==> src/logic/rcc_pkg.sv <==
// Constants shared by the real-time clock and calendar core.
`default_nettype none
package rcc_pkg;
  // ************************************************************
  // Register map
  // ************************************************************
  // Registers are indexed; the byte address is four times the index.
  localparam int ADDR_W = 14;
  localparam logic [11:0] IDX_OUT_SEL = 12'hF3C;
  localparam logic [11:0] IDX_CAL = 12'hF3E;
  localparam logic [11:0] IDX_CFG = 12'hF3F;
  localparam logic [11:0] IDX_VAL_LOW = 12'hF40;
  localparam logic [11:0] IDX_VAL_HIGH = 12'hF41;
  localparam logic [11:0] IDX_ALM_LOW = 12'hF44;
  localparam logic [11:0] IDX_ALM_HIGH = 12'hF45;
  localparam logic [11:0] IDX_ALM_CFG = 12'hF47;

  // ************************************************************
  // Field positions
  // ************************************************************
  localparam int CFG_EN_BIT = 7;
  localparam int CFG_UNLOCK_BIT = 5;
  localparam int CFG_SYNC_BIT = 4;
  localparam int CFG_HALF_BIT = 3;
  localparam int CFG_OE_BIT = 2;
  localparam int OUT_SEL_LSB = 1;
  localparam int ALM_EN_BIT = 7;

  // ************************************************************
  // Codes
  // ************************************************************
  localparam logic [1:0] PTR_0 = 2'h0;
  localparam logic [1:0] PTR_1 = 2'h1;
  localparam logic [1:0] PTR_2 = 2'h2;
  localparam logic [1:0] OUT_ALARM = 2'h0;
  localparam logic [1:0] OUT_SECONDS = 2'h1;
  localparam logic [1:0] OUT_TIMEBASE = 2'h2;

  // ************************************************************
  // Timing, in timebase pulses; calibration shift and prescaler width in bits
  // ************************************************************
  localparam int TB_PULSES_PER_SEC = 32768;
  localparam int CAL_SHIFT = 2;
  localparam int SYNC_WINDOW = 32;
  localparam int PRE_W = 17;

  // ************************************************************
  // Reset values, field masks and digit limits (BCD)
  // ************************************************************
  localparam logic [7:0] RST_SEC = 8'h00;
  localparam logic [7:0] RST_MIN = 8'h00;
  localparam logic [7:0] RST_HOUR = 8'h00;
  localparam logic [7:0] RST_WDAY = 8'h06;
  localparam logic [7:0] RST_DAY = 8'h01;
  localparam logic [7:0] RST_MON = 8'h01;
  localparam logic [7:0] RST_YEAR = 8'h00;
  localparam logic [7:0] MASK_SEC = 8'h7F;
  localparam logic [7:0] MASK_HOUR = 8'h3F;
  localparam logic [7:0] MASK_WDAY = 8'h07;
  localparam logic [7:0] MASK_MON = 8'h1F;
  localparam logic [7:0] MAX_SEC = 8'h59;
  localparam logic [7:0] MAX_HOUR = 8'h23;
  localparam logic [7:0] MAX_WDAY = 8'h06;
  localparam logic [7:0] MAX_MON = 8'h12;
  localparam logic [7:0] MAX_YEAR = 8'h99;
endpackage
`default_nettype wire

==> src/logic/rcc_core.sv <==
// Real-time clock and calendar core with an APB register slave.
`timescale 1ns/1ps
`default_nettype none
module rcc_core #(
  parameter int TB_PULSES = rcc_pkg::TB_PULSES_PER_SEC
) (
  input wire logic pclk,
  input wire logic presetn,
  input wire logic psel,
  input wire logic penable,
  input wire logic pwrite,
  input wire logic [rcc_pkg::ADDR_W-1:0] paddr,
  input wire logic [31:0] pwdata,
  output logic [31:0] prdata,
  output logic pready,
  output logic pslverr,
  input wire logic timebase_in,
  input wire logic sys_rst_req,
  output logic rtc_pin
);
  // ************************************************************
  // BCD helpers
  // ************************************************************
  function automatic logic [7:0] bcd_inc(input logic [7:0] v);
    logic [7:0] r;
    r = (v[3:0] == 4'h9) ? {4'(v[7:4] + 4'h1), 4'h0} : 8'(v + 8'h01);
    return r;
  endfunction

  function automatic logic [7:0] last_day(input logic [7:0] m, input logic [7:0] y);
    logic leap;
    logic [7:0] r;
    leap = y[4] ? (y[3:0] == 4'h2 || y[3:0] == 4'h6)
                : (y[3:0] == 4'h0 || y[3:0] == 4'h4 || y[3:0] == 4'h8);
    case (m)
      8'h02: r = leap ? 8'h29 : 8'h28;
      8'h04, 8'h06, 8'h09, 8'h11: r = 8'h30;
      default: r = 8'h31;
    endcase
    return r;
  endfunction

  // ************************************************************
  // APB decode
  // ************************************************************
  logic pready_q;
  logic pslverr_q;
  logic [31:0] prdata_q;
  logic en_q;
  logic unlock_q;
  logic oe_q;
  logic [1:0] vptr_q;
  logic [7:0] cal_q;
  logic [1:0] osel_q;
  logic [7:0] acfg_q;
  logic [7:0] sec_q, min_q, hour_q, wday_q, day_q, mon_q, year_q;
  logic [7:0] sec_d, min_d, hour_d, wday_d, day_d, mon_d, year_d;
  logic [7:0] asec_q, amin_q, ahour_q, awday_q, aday_q, amon_q;
  logic tb_q;
  logic tick_q1;
  logic alarm_q;
  logic pin_q;
  logic sec_tick;
  logic half_sec;
  logic ripple;

  wire logic setup = psel & ~penable;
  wire logic done = psel & penable & pready_q;
  wire logic wr = done & pwrite;
  wire logic aligned = (paddr[1:0] == 2'b00);
  wire logic [11:0] idx = paddr[rcc_pkg::ADDR_W-1:2];
  wire logic hit_osel = aligned & (idx == rcc_pkg::IDX_OUT_SEL);
  wire logic hit_cal = aligned & (idx == rcc_pkg::IDX_CAL);
  wire logic hit_cfg = aligned & (idx == rcc_pkg::IDX_CFG);
  wire logic hit_vlow = aligned & (idx == rcc_pkg::IDX_VAL_LOW);
  wire logic hit_vhigh = aligned & (idx == rcc_pkg::IDX_VAL_HIGH);
  wire logic hit_alow = aligned & (idx == rcc_pkg::IDX_ALM_LOW);
  wire logic hit_ahigh = aligned & (idx == rcc_pkg::IDX_ALM_HIGH);
  wire logic hit_acfg = aligned & (idx == rcc_pkg::IDX_ALM_CFG);
  wire logic mapped = hit_osel | hit_cal | hit_cfg | hit_vlow | hit_vhigh
                    | hit_alow | hit_ahigh | hit_acfg;

  wire logic [1:0] aptr = acfg_q[1:0];
  wire logic vlow_wr = wr & hit_vlow & unlock_q;
  wire logic vhigh_wr = wr & hit_vhigh & unlock_q;
  wire logic vhigh_acc = done & hit_vhigh;
  wire logic alow_wr = wr & hit_alow;
  wire logic ahigh_wr = wr & hit_ahigh;
  wire logic ahigh_acc = done & hit_ahigh;
  wire logic [7:0] wb = pwdata[7:0];
  wire logic sec_wr = vlow_wr & (vptr_q == rcc_pkg::PTR_0);

  // ************************************************************
  // Read selection
  // ************************************************************
  // value window mapping
  wire logic [7:0] vhigh_rd = (vptr_q == rcc_pkg::PTR_0) ? min_q :
                              (vptr_q == rcc_pkg::PTR_1) ? wday_q :
                              (vptr_q == rcc_pkg::PTR_2) ? mon_q : 8'h00;
  wire logic [7:0] vlow_rd = (vptr_q == rcc_pkg::PTR_0) ? sec_q :
                             (vptr_q == rcc_pkg::PTR_1) ? hour_q :
                             (vptr_q == rcc_pkg::PTR_2) ? day_q : year_q;
  wire logic [7:0] ahigh_rd = (aptr == rcc_pkg::PTR_0) ? amin_q :
                              (aptr == rcc_pkg::PTR_1) ? awday_q :
                              (aptr == rcc_pkg::PTR_2) ? amon_q : 8'h00;
  wire logic [7:0] alow_rd = (aptr == rcc_pkg::PTR_0) ? asec_q :
                             (aptr == rcc_pkg::PTR_1) ? ahour_q :
                             (aptr == rcc_pkg::PTR_2) ? aday_q : 8'h00;
  wire logic [7:0] cfg_rd = {en_q, 1'b0, unlock_q, ripple, half_sec, oe_q, vptr_q};
  wire logic [7:0] osel_rd = {5'h00, osel_q, 1'b0};
  wire logic [7:0] rd_byte = hit_cfg ? cfg_rd :
                             hit_cal ? cal_q :
                             hit_osel ? osel_rd :
                             hit_vlow ? vlow_rd :
                             hit_vhigh ? vhigh_rd :
                             hit_alow ? alow_rd :
                             hit_ahigh ? ahigh_rd :
                             hit_acfg ? acfg_q : 8'h00;

  always_ff @(posedge pclk or negedge presetn) begin
    if (!presetn) begin
      pready_q <= 1'b0;
      pslverr_q <= 1'b0;
      prdata_q <= 32'h00000000;
    end else begin
      pready_q <= setup;
      pslverr_q <= setup & ~mapped;
      if (setup) begin
        prdata_q <= {24'h000000, rd_byte};
      end
    end
  end

  // ************************************************************
  // Configuration register
  // ************************************************************
  // Only the power-on reset touches this register; a system reset
  // request leaves enable, unlock, output enable and pointer alone.
  // power-on only
  always_ff @(posedge pclk or negedge presetn) begin
    if (!presetn) begin
      en_q <= 1'b0;
      unlock_q <= 1'b0;
      oe_q <= 1'b0;
      vptr_q <= rcc_pkg::PTR_0;
    end else if (wr && hit_cfg) begin
      if (unlock_q) begin
        en_q <= wb[rcc_pkg::CFG_EN_BIT];
      end
      unlock_q <= wb[rcc_pkg::CFG_UNLOCK_BIT];
      oe_q <= wb[rcc_pkg::CFG_OE_BIT];
      vptr_q <= wb[1:0];
    end else if (vhigh_acc && vptr_q != rcc_pkg::PTR_0) begin
      vptr_q <= 2'(vptr_q - 2'h1);
    end
  end

  // ************************************************************
  // Control registers cleared by any reset
  // ************************************************************
  always_ff @(posedge pclk or negedge presetn) begin
    if (!presetn) begin
      cal_q <= 8'h00;
      osel_q <= rcc_pkg::OUT_ALARM;
      acfg_q <= 8'h00;
    end else if (sys_rst_req) begin
      cal_q <= 8'h00;
      osel_q <= rcc_pkg::OUT_ALARM;
      acfg_q <= 8'h00;
    end else begin
      if (wr && hit_cal) begin
        cal_q <= wb;
      end
      if (wr && hit_osel) begin
        osel_q <= wb[rcc_pkg::OUT_SEL_LSB +: 2];
      end
      if (wr && hit_acfg) begin
        acfg_q <= wb;
      end else if (ahigh_acc && aptr != rcc_pkg::PTR_0) begin
        acfg_q[1:0] <= 2'(aptr - 2'h1);
      end
    end
  end

  // ************************************************************
  // Timebase and prescaler
  // ************************************************************
  // timebase edge pulse
  wire logic tb_pulse = timebase_in & ~tb_q;

  // ************************************************************
  // Calendar cascade
  // ************************************************************
  wire logic c_min = sec_tick & (sec_q == rcc_pkg::MAX_SEC);
  wire logic c_hour = c_min & (min_q == rcc_pkg::MAX_SEC);
  wire logic c_day = c_hour & (hour_q == rcc_pkg::MAX_HOUR);
  wire logic c_mon = c_day & (day_q == last_day(mon_q, year_q));
  wire logic c_year = c_mon & (mon_q == rcc_pkg::MAX_MON);

  rcc_prescaler #(
    .TB_PULSES(TB_PULSES)
  ) u_prescaler (
    .pclk(pclk),
    .presetn(presetn),
    .clear(sys_rst_req | sec_wr),
    .run(en_q),
    .tb_pulse(tb_pulse),
    .cal_arm(c_min),
    .cal(cal_q),
    .sec_tick(sec_tick),
    .half_sec(half_sec),
    .ripple(ripple)
  );

  // A software write to a field wins over the tick in the same cycle,
  // so a freshly written value is never bumped before it is seen.
  always_comb begin
    sec_d = !sec_tick ? sec_q : c_min ? 8'h00 : bcd_inc(sec_q);
    min_d = !c_min ? min_q : c_hour ? 8'h00 : bcd_inc(min_q);
    hour_d = !c_hour ? hour_q : c_day ? 8'h00 : bcd_inc(hour_q);
    wday_d = !c_day ? wday_q : (wday_q == rcc_pkg::MAX_WDAY) ? 8'h00 : 8'(wday_q + 8'h01);
    day_d = !c_day ? day_q : c_mon ? rcc_pkg::RST_DAY : bcd_inc(day_q);
    mon_d = !c_mon ? mon_q : c_year ? rcc_pkg::RST_MON : bcd_inc(mon_q);
    year_d = !c_year ? year_q : (year_q == rcc_pkg::MAX_YEAR) ? 8'h00 : bcd_inc(year_q);
    if (vlow_wr) begin
      case (vptr_q)
        rcc_pkg::PTR_0: sec_d = wb & rcc_pkg::MASK_SEC;
        rcc_pkg::PTR_1: hour_d = wb & rcc_pkg::MASK_HOUR;
        rcc_pkg::PTR_2: day_d = wb & rcc_pkg::MASK_HOUR;
        default: year_d = wb;
      endcase
    end
    if (vhigh_wr) begin
      case (vptr_q)
        rcc_pkg::PTR_0: min_d = wb & rcc_pkg::MASK_SEC;
        rcc_pkg::PTR_1: wday_d = wb & rcc_pkg::MASK_WDAY;
        rcc_pkg::PTR_2: mon_d = wb & rcc_pkg::MASK_MON;
        default: ;
      endcase
    end
  end

  always_ff @(posedge pclk or negedge presetn) begin
    if (!presetn) begin
      sec_q <= rcc_pkg::RST_SEC;
      min_q <= rcc_pkg::RST_MIN;
      hour_q <= rcc_pkg::RST_HOUR;
      wday_q <= rcc_pkg::RST_WDAY;
      day_q <= rcc_pkg::RST_DAY;
      mon_q <= rcc_pkg::RST_MON;
      year_q <= rcc_pkg::RST_YEAR;
    end else begin
      sec_q <= sec_d;
      min_q <= min_d;
      hour_q <= hour_d;
      wday_q <= wday_d;
      day_q <= day_d;
      mon_q <= mon_d;
      year_q <= year_d;
    end
  end

  // ************************************************************
  // Alarm values and alarm pulse
  // ************************************************************
  always_ff @(posedge pclk or negedge presetn) begin
    if (!presetn) begin
      asec_q <= 8'h00;
      amin_q <= 8'h00;
      ahour_q <= 8'h00;
      awday_q <= 8'h00;
      aday_q <= 8'h00;
      amon_q <= 8'h00;
    end else begin
      if (alow_wr && aptr == rcc_pkg::PTR_0) begin
        asec_q <= wb & rcc_pkg::MASK_SEC;
      end
      if (alow_wr && aptr == rcc_pkg::PTR_1) begin
        ahour_q <= wb & rcc_pkg::MASK_HOUR;
      end
      if (alow_wr && aptr == rcc_pkg::PTR_2) begin
        aday_q <= wb & rcc_pkg::MASK_HOUR;
      end
      if (ahigh_wr && aptr == rcc_pkg::PTR_0) begin
        amin_q <= wb & rcc_pkg::MASK_SEC;
      end
      if (ahigh_wr && aptr == rcc_pkg::PTR_1) begin
        awday_q <= wb & rcc_pkg::MASK_WDAY;
      end
      if (ahigh_wr && aptr == rcc_pkg::PTR_2) begin
        amon_q <= wb & rcc_pkg::MASK_MON;
      end
    end
  end

  // The match is tested one cycle after the tick, once the new time
  // has settled; the pulse then lasts until the next second tick.
  wire logic alarm_match = (sec_q == asec_q) & (min_q == amin_q) & (hour_q == ahour_q)
                         & (wday_q == awday_q) & (day_q == aday_q) & (mon_q == amon_q);

  // ************************************************************
  // Output pin
  // ************************************************************
  // output source select
  wire logic pin_src = (osel_q == rcc_pkg::OUT_ALARM) ? alarm_q :
                       (osel_q == rcc_pkg::OUT_SECONDS) ? ~half_sec :
                       (osel_q == rcc_pkg::OUT_TIMEBASE) ? tb_q : 1'b0;

  always_ff @(posedge pclk or negedge presetn) begin
    if (!presetn) begin
      tb_q <= 1'b0;
      tick_q1 <= 1'b0;
      alarm_q <= 1'b0;
      pin_q <= 1'b0;
    end else begin
      tb_q <= timebase_in;
      tick_q1 <= sec_tick;
      if (sys_rst_req) begin
        alarm_q <= 1'b0;
      end else if (tick_q1 && acfg_q[rcc_pkg::ALM_EN_BIT] && alarm_match) begin
        alarm_q <= 1'b1;
      end else if (sec_tick) begin
        alarm_q <= 1'b0;
      end
      pin_q <= oe_q & pin_src;
    end
  end

  assign prdata = prdata_q;
  assign pready = pready_q;
  assign pslverr = pslverr_q;
  assign rtc_pin = pin_q;
endmodule // rcc_core
`default_nettype wire

==> src/logic/rcc_prescaler.sv <==
// Timebase prescaler with per-minute drift correction.
`timescale 1ns/1ps
`default_nettype none
module rcc_prescaler #(
  parameter int TB_PULSES = rcc_pkg::TB_PULSES_PER_SEC
) (
  input wire logic pclk,
  input wire logic presetn,
  input wire logic clear,
  input wire logic run,
  input wire logic tb_pulse,
  input wire logic cal_arm,
  input wire logic [7:0] cal,
  output logic sec_tick,
  output logic half_sec,
  output logic ripple
);
  localparam int W = rcc_pkg::PRE_W;
  localparam logic signed [W-1:0] BASE = W'(TB_PULSES);
  localparam logic [W-1:0] HALF = W'(TB_PULSES / 2);
  localparam logic signed [W-1:0] WIN = W'(rcc_pkg::SYNC_WINDOW);

  logic [W-1:0] cnt_q;
  logic use_cal_q;
  logic sec_tick_q;
  logic half_q;
  logic ripple_q;

  wire logic signed [W-1:0] cal_adj = {{(W - 10){cal[7]}}, cal, 2'b00};
  wire logic signed [W-1:0] term = use_cal_q ? BASE - cal_adj : BASE;
  wire logic at_end = (cnt_q == W'(term - 1));
  wire logic step = tb_pulse & run;
  wire logic [W-1:0] cnt_d = clear ? '0 : !step ? cnt_q : at_end ? '0 : W'(cnt_q + 1'b1);

  always_ff @(posedge pclk or negedge presetn) begin
    if (!presetn) begin
      cnt_q <= '0;
      use_cal_q <= 1'b0;
      sec_tick_q <= 1'b0;
      half_q <= 1'b0;
      ripple_q <= 1'b0;
    end else begin
      cnt_q <= cnt_d;
      sec_tick_q <= step & at_end & ~clear;
      if (clear || (step && at_end)) begin
        use_cal_q <= cal_arm;
      end else if (cal_arm) begin
        use_cal_q <= 1'b1;
      end
      half_q <= (cnt_d >= HALF);
      ripple_q <= run & ($signed(cnt_d) >= term - WIN);
    end
  end

  assign sec_tick = sec_tick_q;
  assign half_sec = half_q;
  assign ripple = ripple_q;
endmodule // rcc_prescaler
`default_nettype wire

==> config.mk <==
export PLATFORM = sky130hd
export DESIGN_NAME = rcc_core
export DESIGN_NICKNAME = d
export VERILOG_FILES = /design/src/logic/rcc_pkg.sv /design/src/logic/rcc_core.sv /design/src/logic/rcc_prescaler.sv
export SDC_FILE = /design/constraint.sdc
export NUM_CORES = 1
export LEC_CHECK = 0
export CAP_MARGIN = 20
export CORE_MARGIN = 3
export CORE_UTILIZATION = 40
export CTS_BUF_LIST = sky130_fd_sc_hd__clkbuf_8
export DETAILED_ROUTE_END_ITERATION = 12
export DONT_BUFFER_PORTS = 1
export GPL_ROUTABILITY_DRIVEN = 0
export PLACE_DENSITY = 0.66
export RECOVER_POWER = 50
export SETUP_SLACK_MARGIN = 0.1
export SLEW_MARGIN = 20
export SYNTH_ARGS = -nofsm -noshare
export SYNTH_HDL_FRONTEND = slang
export SYNTH_SLANG_ARGS = --single-unit
==> constraint.sdc <==
create_clock -name pclk -period 5.27 [get_ports pclk]
set_input_delay 0.7905 -clock pclk [delete_from_list [all_inputs] [get_ports pclk]]
set_output_delay 0.7905 -clock pclk [all_outputs]
set_load 0.02 [all_outputs]
# Word level (Yosys, flattened, before mapping)
# Index checks and enable logic that the tools add are counted.
[word_totals] mem_bits_ro=0 latch_bits=0 output_inout_bits=35 register_bits=148 mem_bits_rw=0 n_memories=0 in_bits=53
[classes] mux=79 n_eq_ne=43 bitwise=51 n_lt_le_gt_ge=2 shift=0 reduce_logical=36 multipliers=0 add_sub_neg=19 n_div=0
[ops] op="$mux 8" count=51
[ops] op="$eq 12x12->1 const B" count=8
[ops] op="$mux 17" count=4
[ops] op="$add 8x1->8 const B" count=7
[ops] op="$and 1x1->1" count=38
[ops] op="$eq 4x4->1 const B" count=7
[ops] op="$add 4x1->4 const B" count=6
[ops] op="$eq 8x3->1 const B" count=3
[ops] op="$mux 6" count=3
[ops] op="$add 17x1->17 const B" count=1
[ops] op="$eq 17x17->1" count=1
[ops] op="$ge 17x15->1 const B" count=1
[ops] op="$ge 17x17->1" count=1
[ops] op="$sub 17x10->17 const A" count=1
[ops] op="$sub 17x2->17 const B" count=1
[ops] op="$sub 17x7->17 const B" count=1
[ops] op="$eq 8x5->1 const B" count=2
[ops] op="$eq 8x6->1" count=2
[ops] op="$eq 8x7->1" count=2
[ops] op="$eq 8x7->1 const B" count=2
[ops] op="$logic_and 1x1->1" count=15
[ops] op="$mux 7" count=2
[ops] op="$reduce_bool 2->1" count=7
[ops] op="$mux 2" count=6
[ops] op="other kinds (24)" count=58

# Longest topological paths before layout
[logic_depth] depth_word=13 ltp_mapped=24 mapped_depth_nobuf=22

# Cells and area by module
# Synthesis repeated with hierarchy kept, for this count alone.
[hier_totals] hier_cells=1287 hier_area_um2=10929.2
[by_module_without_submodules] module="rcc_core" area_each_um2=8699.6 seq_area_each_um2=3183.1 cells_each=1028 instances=1
[by_module_without_submodules] module="rcc_prescaler" area_each_um2=2229.6 seq_area_each_um2=525.5 cells_each=259 instances=1

# Worst setup path after synthesis
# OpenSTA, ideal clock, no wires.
[synth_timing] path_kind="register to register" start="register cal_q[0]" end="register u_prescaler.ripple_q, in the netlist u_prescaler.ripple" setup_time_ns=0.132 arrival_ns=4.686 synth_period_minus_slack_ns=4.817 stages_incl_launch_ff=23 setup_slack_ns=0.453 cell_sequence="dfrtp_1 -> buf_6 -> inv_1 -> ha_1 -> nor3b_1 -> mux2_2 -> ha_1 -> xor2_1 -> o311ai_0 -> o211ai_1 -> a221oi_2 -> o211ai_2 -> nor4b_4 -> and3_1 -> buf_6 -> buf_12 -> nor3_2 -> ha_1 -> a21o_1 -> a2111oi_0 -> a211oi_1 -> o221ai_1 -> nand3_1"
[synth_via] elab_chain_cells=9
[synth_rtl] element="start, declared" line_no="rcc_core.sv:53" source="logic [7:0] cal_q;"
[synth_rtl] element="start signal, assigned" line_no="rcc_core.sv:172" source="cal_q <= wb;"
[synth_rtl] element="$sub 17x10->17" line_no="rcc_prescaler.sv:30" source="wire logic signed [W-1:0] term = use_cal_q ? BASE - cal_adj : BASE;"
[synth_rtl] element="$mux 17" line_no="rcc_prescaler.sv:30"
[synth_rtl] element="$sub 17x2->17" line_no="rcc_prescaler.sv:31" source="wire logic at_end = (cnt_q == W'(term - 1));"
[synth_rtl] element="$eq 17x17->1" line_no="rcc_prescaler.sv:31"
[synth_rtl] element="$mux 17 (3 in a row)" line_no="rcc_prescaler.sv:33" source="wire logic [W-1:0] cnt_d = clear ? '0 : !step ? cnt_q : at_end ? '0 : W'(cnt_q + 1'b1);"
[synth_rtl] element="net u_prescaler.cnt_d[9]" line_no="rcc_prescaler.sv:33"
[synth_rtl] element="$ge 17x17->1" line_no="rcc_prescaler.sv:51" source="ripple_q <= run & ($signed(cnt_d) >= term - WIN);"
[synth_rtl] element="$and 1x1->1" line_no="rcc_prescaler.sv:51"
[synth_rtl] element="end signal, assigned" line_no="rcc_prescaler.sv:51"
[synth_rtl] element="end, declared" line_no="rcc_prescaler.sv:27" source="logic ripple_q;"
# The timed path passes the listed nets, and every way through them passes these cells.
# A chain may end at the register's enable or synchronous reset.

# Worst setup path after layout
[layout_timing] start="register cal_q[1]" end="register u_prescaler.ripple_q, in the netlist u_prescaler.ripple"
# The elaborated chain is that of the path after synthesis.

==> flow_summary.ini <==
[clocking]
clock-root-buffer = clkbuf_8
h-tree-depth = 4
cts_tree = done
path_clk_slew_ns = 0.10
cts_buffers = 17
clockBufferDepth = 2
cts_sinks = 148
insertion_delay_ns = 0.47

[setup_path]
startpoint = cal_q[1]
cp.depth = 22
crit_path_end = u_prescaler.ripple
crit_path_start_kind = register
crit_arrival_ns = 5.15
worst-setup-path-type = register to register
cp.required_ns = 5.68
cp_max_fo = 8
path_cells = inv_1, ha_1, nor3b_4, mux2_2, ha_1, xor2_1, o311ai_1, o211ai_1, a221oi_2, o211ai_2, nor4b_4, and3_4, buf_4, nor3_1, ha_1, o21a_1, o21a_1, o21ai_0, a211o_1, a211oi_1, o221ai_1, nand3_1
cp-end-kind = register
crit_buf_inv = 2
rr_startpoint = cal_q[1]
r2r_slack_ns = 0.54
cp_top_family = compound AO/OA/AOI/OAI gates
critPathSlowestCell = dfrtp_2
timing.rr.end = u_prescaler.ripple
path_common_cell = ha_1
max_stage_delay_ns = 0.46
reg2regPathDepth = 22

[sta]
whs_ns = 0.0279
finalSetupViolations = 0
min_period_ns = 4.73
hold_viol_final = 0
drv_slew = 0
slew_headroom_pct = 32.5
worst_slew_pin_slew_ns = 1.01
fin_setup_tns_ns = 0
rsz0062_at_grt = no
fmax_ghz = 0.211
fin_skew_ns = 0.0181
final.period_utilization_pct = 89.8

[power_and_ir_drop]
power_density_nw_per_um2 = 189
ir_drop_v = 0.000167
p_total_mw = 2.18
leakage_nw = 4.84

[die]
start_util_pct = 41.4
io_pins = 88
die_area_sq_um = 29300
row_count = 59
core-area_sq_um = 26400
die_h_um = 171
die_w_um = 171

[synth]
synth_cell_types = 81
synthArstFlopShare_pct = 100
synth_ff_type = dfrtp_1
syn_area_sq_um = 10900
syn-instance-count = 1305
ys_seq_area_share_pct = 33.9
synth_area_per_cell_sq_um = 8.38
ys_warn_count = 0
ys_ff_latch = 148
synth_edf_count = 0

[global_routing]
antenna_found_initial = 0
grt_overflow = 0
grt_pass1_vias = 8690
grt_max_degree = 138
grt_usage_pct = 22.1
grt_first_pass_wirelength_mm = 50.5

[worst_hold_path]
hp-class = input port to async pin

[route]
drtAntennaViolNets = 0
viasPerCell = 5.98
drc = 0
wire_per_inst_um = 20.1
vias = 9632
first_pass_iters = 6
drtIter0Drc = 1071
routed_wl_mm = 32.5

[final_layout]
fin_util_pct = 43.5
largest-register = u_prescaler.cnt_q
layout-area-overhead-vs-synth_pct = 5.25
final_layout_size_suffix_gt1_share_pct = 9.80
fillCellCount = 2636
n_antenna_cell = 0
final_cells = 1611
largest_register_ffs = 17
nets = 1362

[outcome]
outcome = finished, final reports clean

[placement]
port_buffers = 0
dp.cells = 1576
dp_hpwl_mm = 23.6

[run]
maxCapViolCount = 0
[cell type report]
cell class	instances	area, sq um	share of cell area, %
Multi-Input combinational cell	1038	6670	58.0
Sequential cell	148	3710	32.2
Tap cell	335	419	3.64
Clock buffer	19	262	2.27
Timing Repair Buffer	20	153	1.33
Clock inverter	13	150	1.30
Inverter	38	143	1.24
[worst min path at each step]
| stage | from | endpoint | cells past startpoint |
|---|---|---|---|
| 6_report | presetn | cal_q[1] | 0 |
| 5_1_grt | presetn | cal_q[1] | 0 |
| 4_1_cts | presetn | cal_q[1] | 0 |
| 3_5_place_dp | presetn | year_q[3] | 0 |
| 3_3_place_gp | presetn | year_q[3] | 0 |
| 2_1_floorplan | oe_q | rtc_pin | 1 |
[metrics by stage]
step           instance area, sq um  setup slack (ns)
2_1_floorplan                 11000             0.453
3_3_place_gp                  11000             0.254
3_5_place_dp                  11000             0.158
4_1_cts                       11500             0.102
5_1_grt                       11500            0.0977
6_report                      11500             0.537
[timing repair]
action	4_1_cts	5_1_grt
gates resized for setup	0	6
hold buffers	1	0
setup endpoints to repair	0	1
buffers inserted	0	2
hold endpoints to repair	12	0
[per-layer routing]
layer	wire length, um	GRT usage [%]
met1	14600	31.5
met2	14500	33.6
met3	2590	4.83
met4	798	6.72
met5	0	0
[power by group]
part	leakage, nW	switching (mW)	internal (mW)
logic	2.82	0.0631	0.0185
registers	1.83	0.0105	1.14
clock network	0.192	0.495	0.452
total	4.84	0.569	1.61
[worst reg2reg max path: cells and delay by family, from the launching register on]
family / cells / cell delay, ns
AND/OR/NAND/NOR: 5 / 1.03
flip-flops: 1 / 0.46
adder cells (fa/ha/maj): 3 / 0.67
multiplexers: 1 / 0.37
XOR/XNOR: 1 / 0.15
buffers and inverters: 2 / 0.25
AO/OA/AOI/OAI: 10 / 1.73
[cell families after synthesis]
logic type      Yosys count  share of synthesized area [%]
simple gates            520                           24.5
xor+xnor                 88                           7.05
other cells               2                         0.0687
fa+ha+maj                46                           5.26
flops                   148                           33.9
buf+inv                 142                           6.04
mux                      67                           6.76
compound gates          292                           16.4
[cells in the final DEF, fill, tap and decap left out, types with 14 or more instances in the layout]
cell type	count
dfrtp_1	143
nor2_1	127
nand2_1	125
a21oi_1	110
o21ai_0	73
nand3_1	71
xnor2_1	61
ha_1	46
inv_1	38
mux2_2	35
nor3_1	33
nand4_1	31
mux2i_1	30
xor2_1	27
conb_1	25
and3_1	20
clkbuf_8	19
buf_4	19
nand2b_1	14
[synth_stat cells (8+ instances only)]
cell type / number / share of area, %
xnor2_1: 61 / 4.9
o21a_1: 12 / 0.82
a22oi_1: 11 / 0.76
nor3_1: 34 / 1.6
nor3_2: 10 / 0.92
ha_1: 46 / 5.3
o22ai_1: 10 / 0.57
nand4_1: 31 / 1.8
dfrtp_1: 144 / 33
a21oi_1: 110 / 5.0
nor2_1: 127 / 4.4
and3_1: 21 / 1.2
nand2_1: 125 / 4.3
nand2b_1: 14 / 0.80
buf_4: 24 / 1.6
nor4_1: 12 / 0.69
mux2_2: 35 / 3.6
nand3b_1: 9 / 0.62
o31ai_1: 8 / 0.55
o211ai_1: 11 / 0.76
nor2b_1: 10 / 0.57
and2_1: 8 / 0.46
o21ai_0: 73 / 3.3
mux2i_1: 30 / 2.7
inv_1: 38 / 1.3
nand3_1: 71 / 3.3
xor2_1: 27 / 2.2
clkbuf_1: 69 / 2.4
Note: power is estimated with default switching activity, not from simulation.
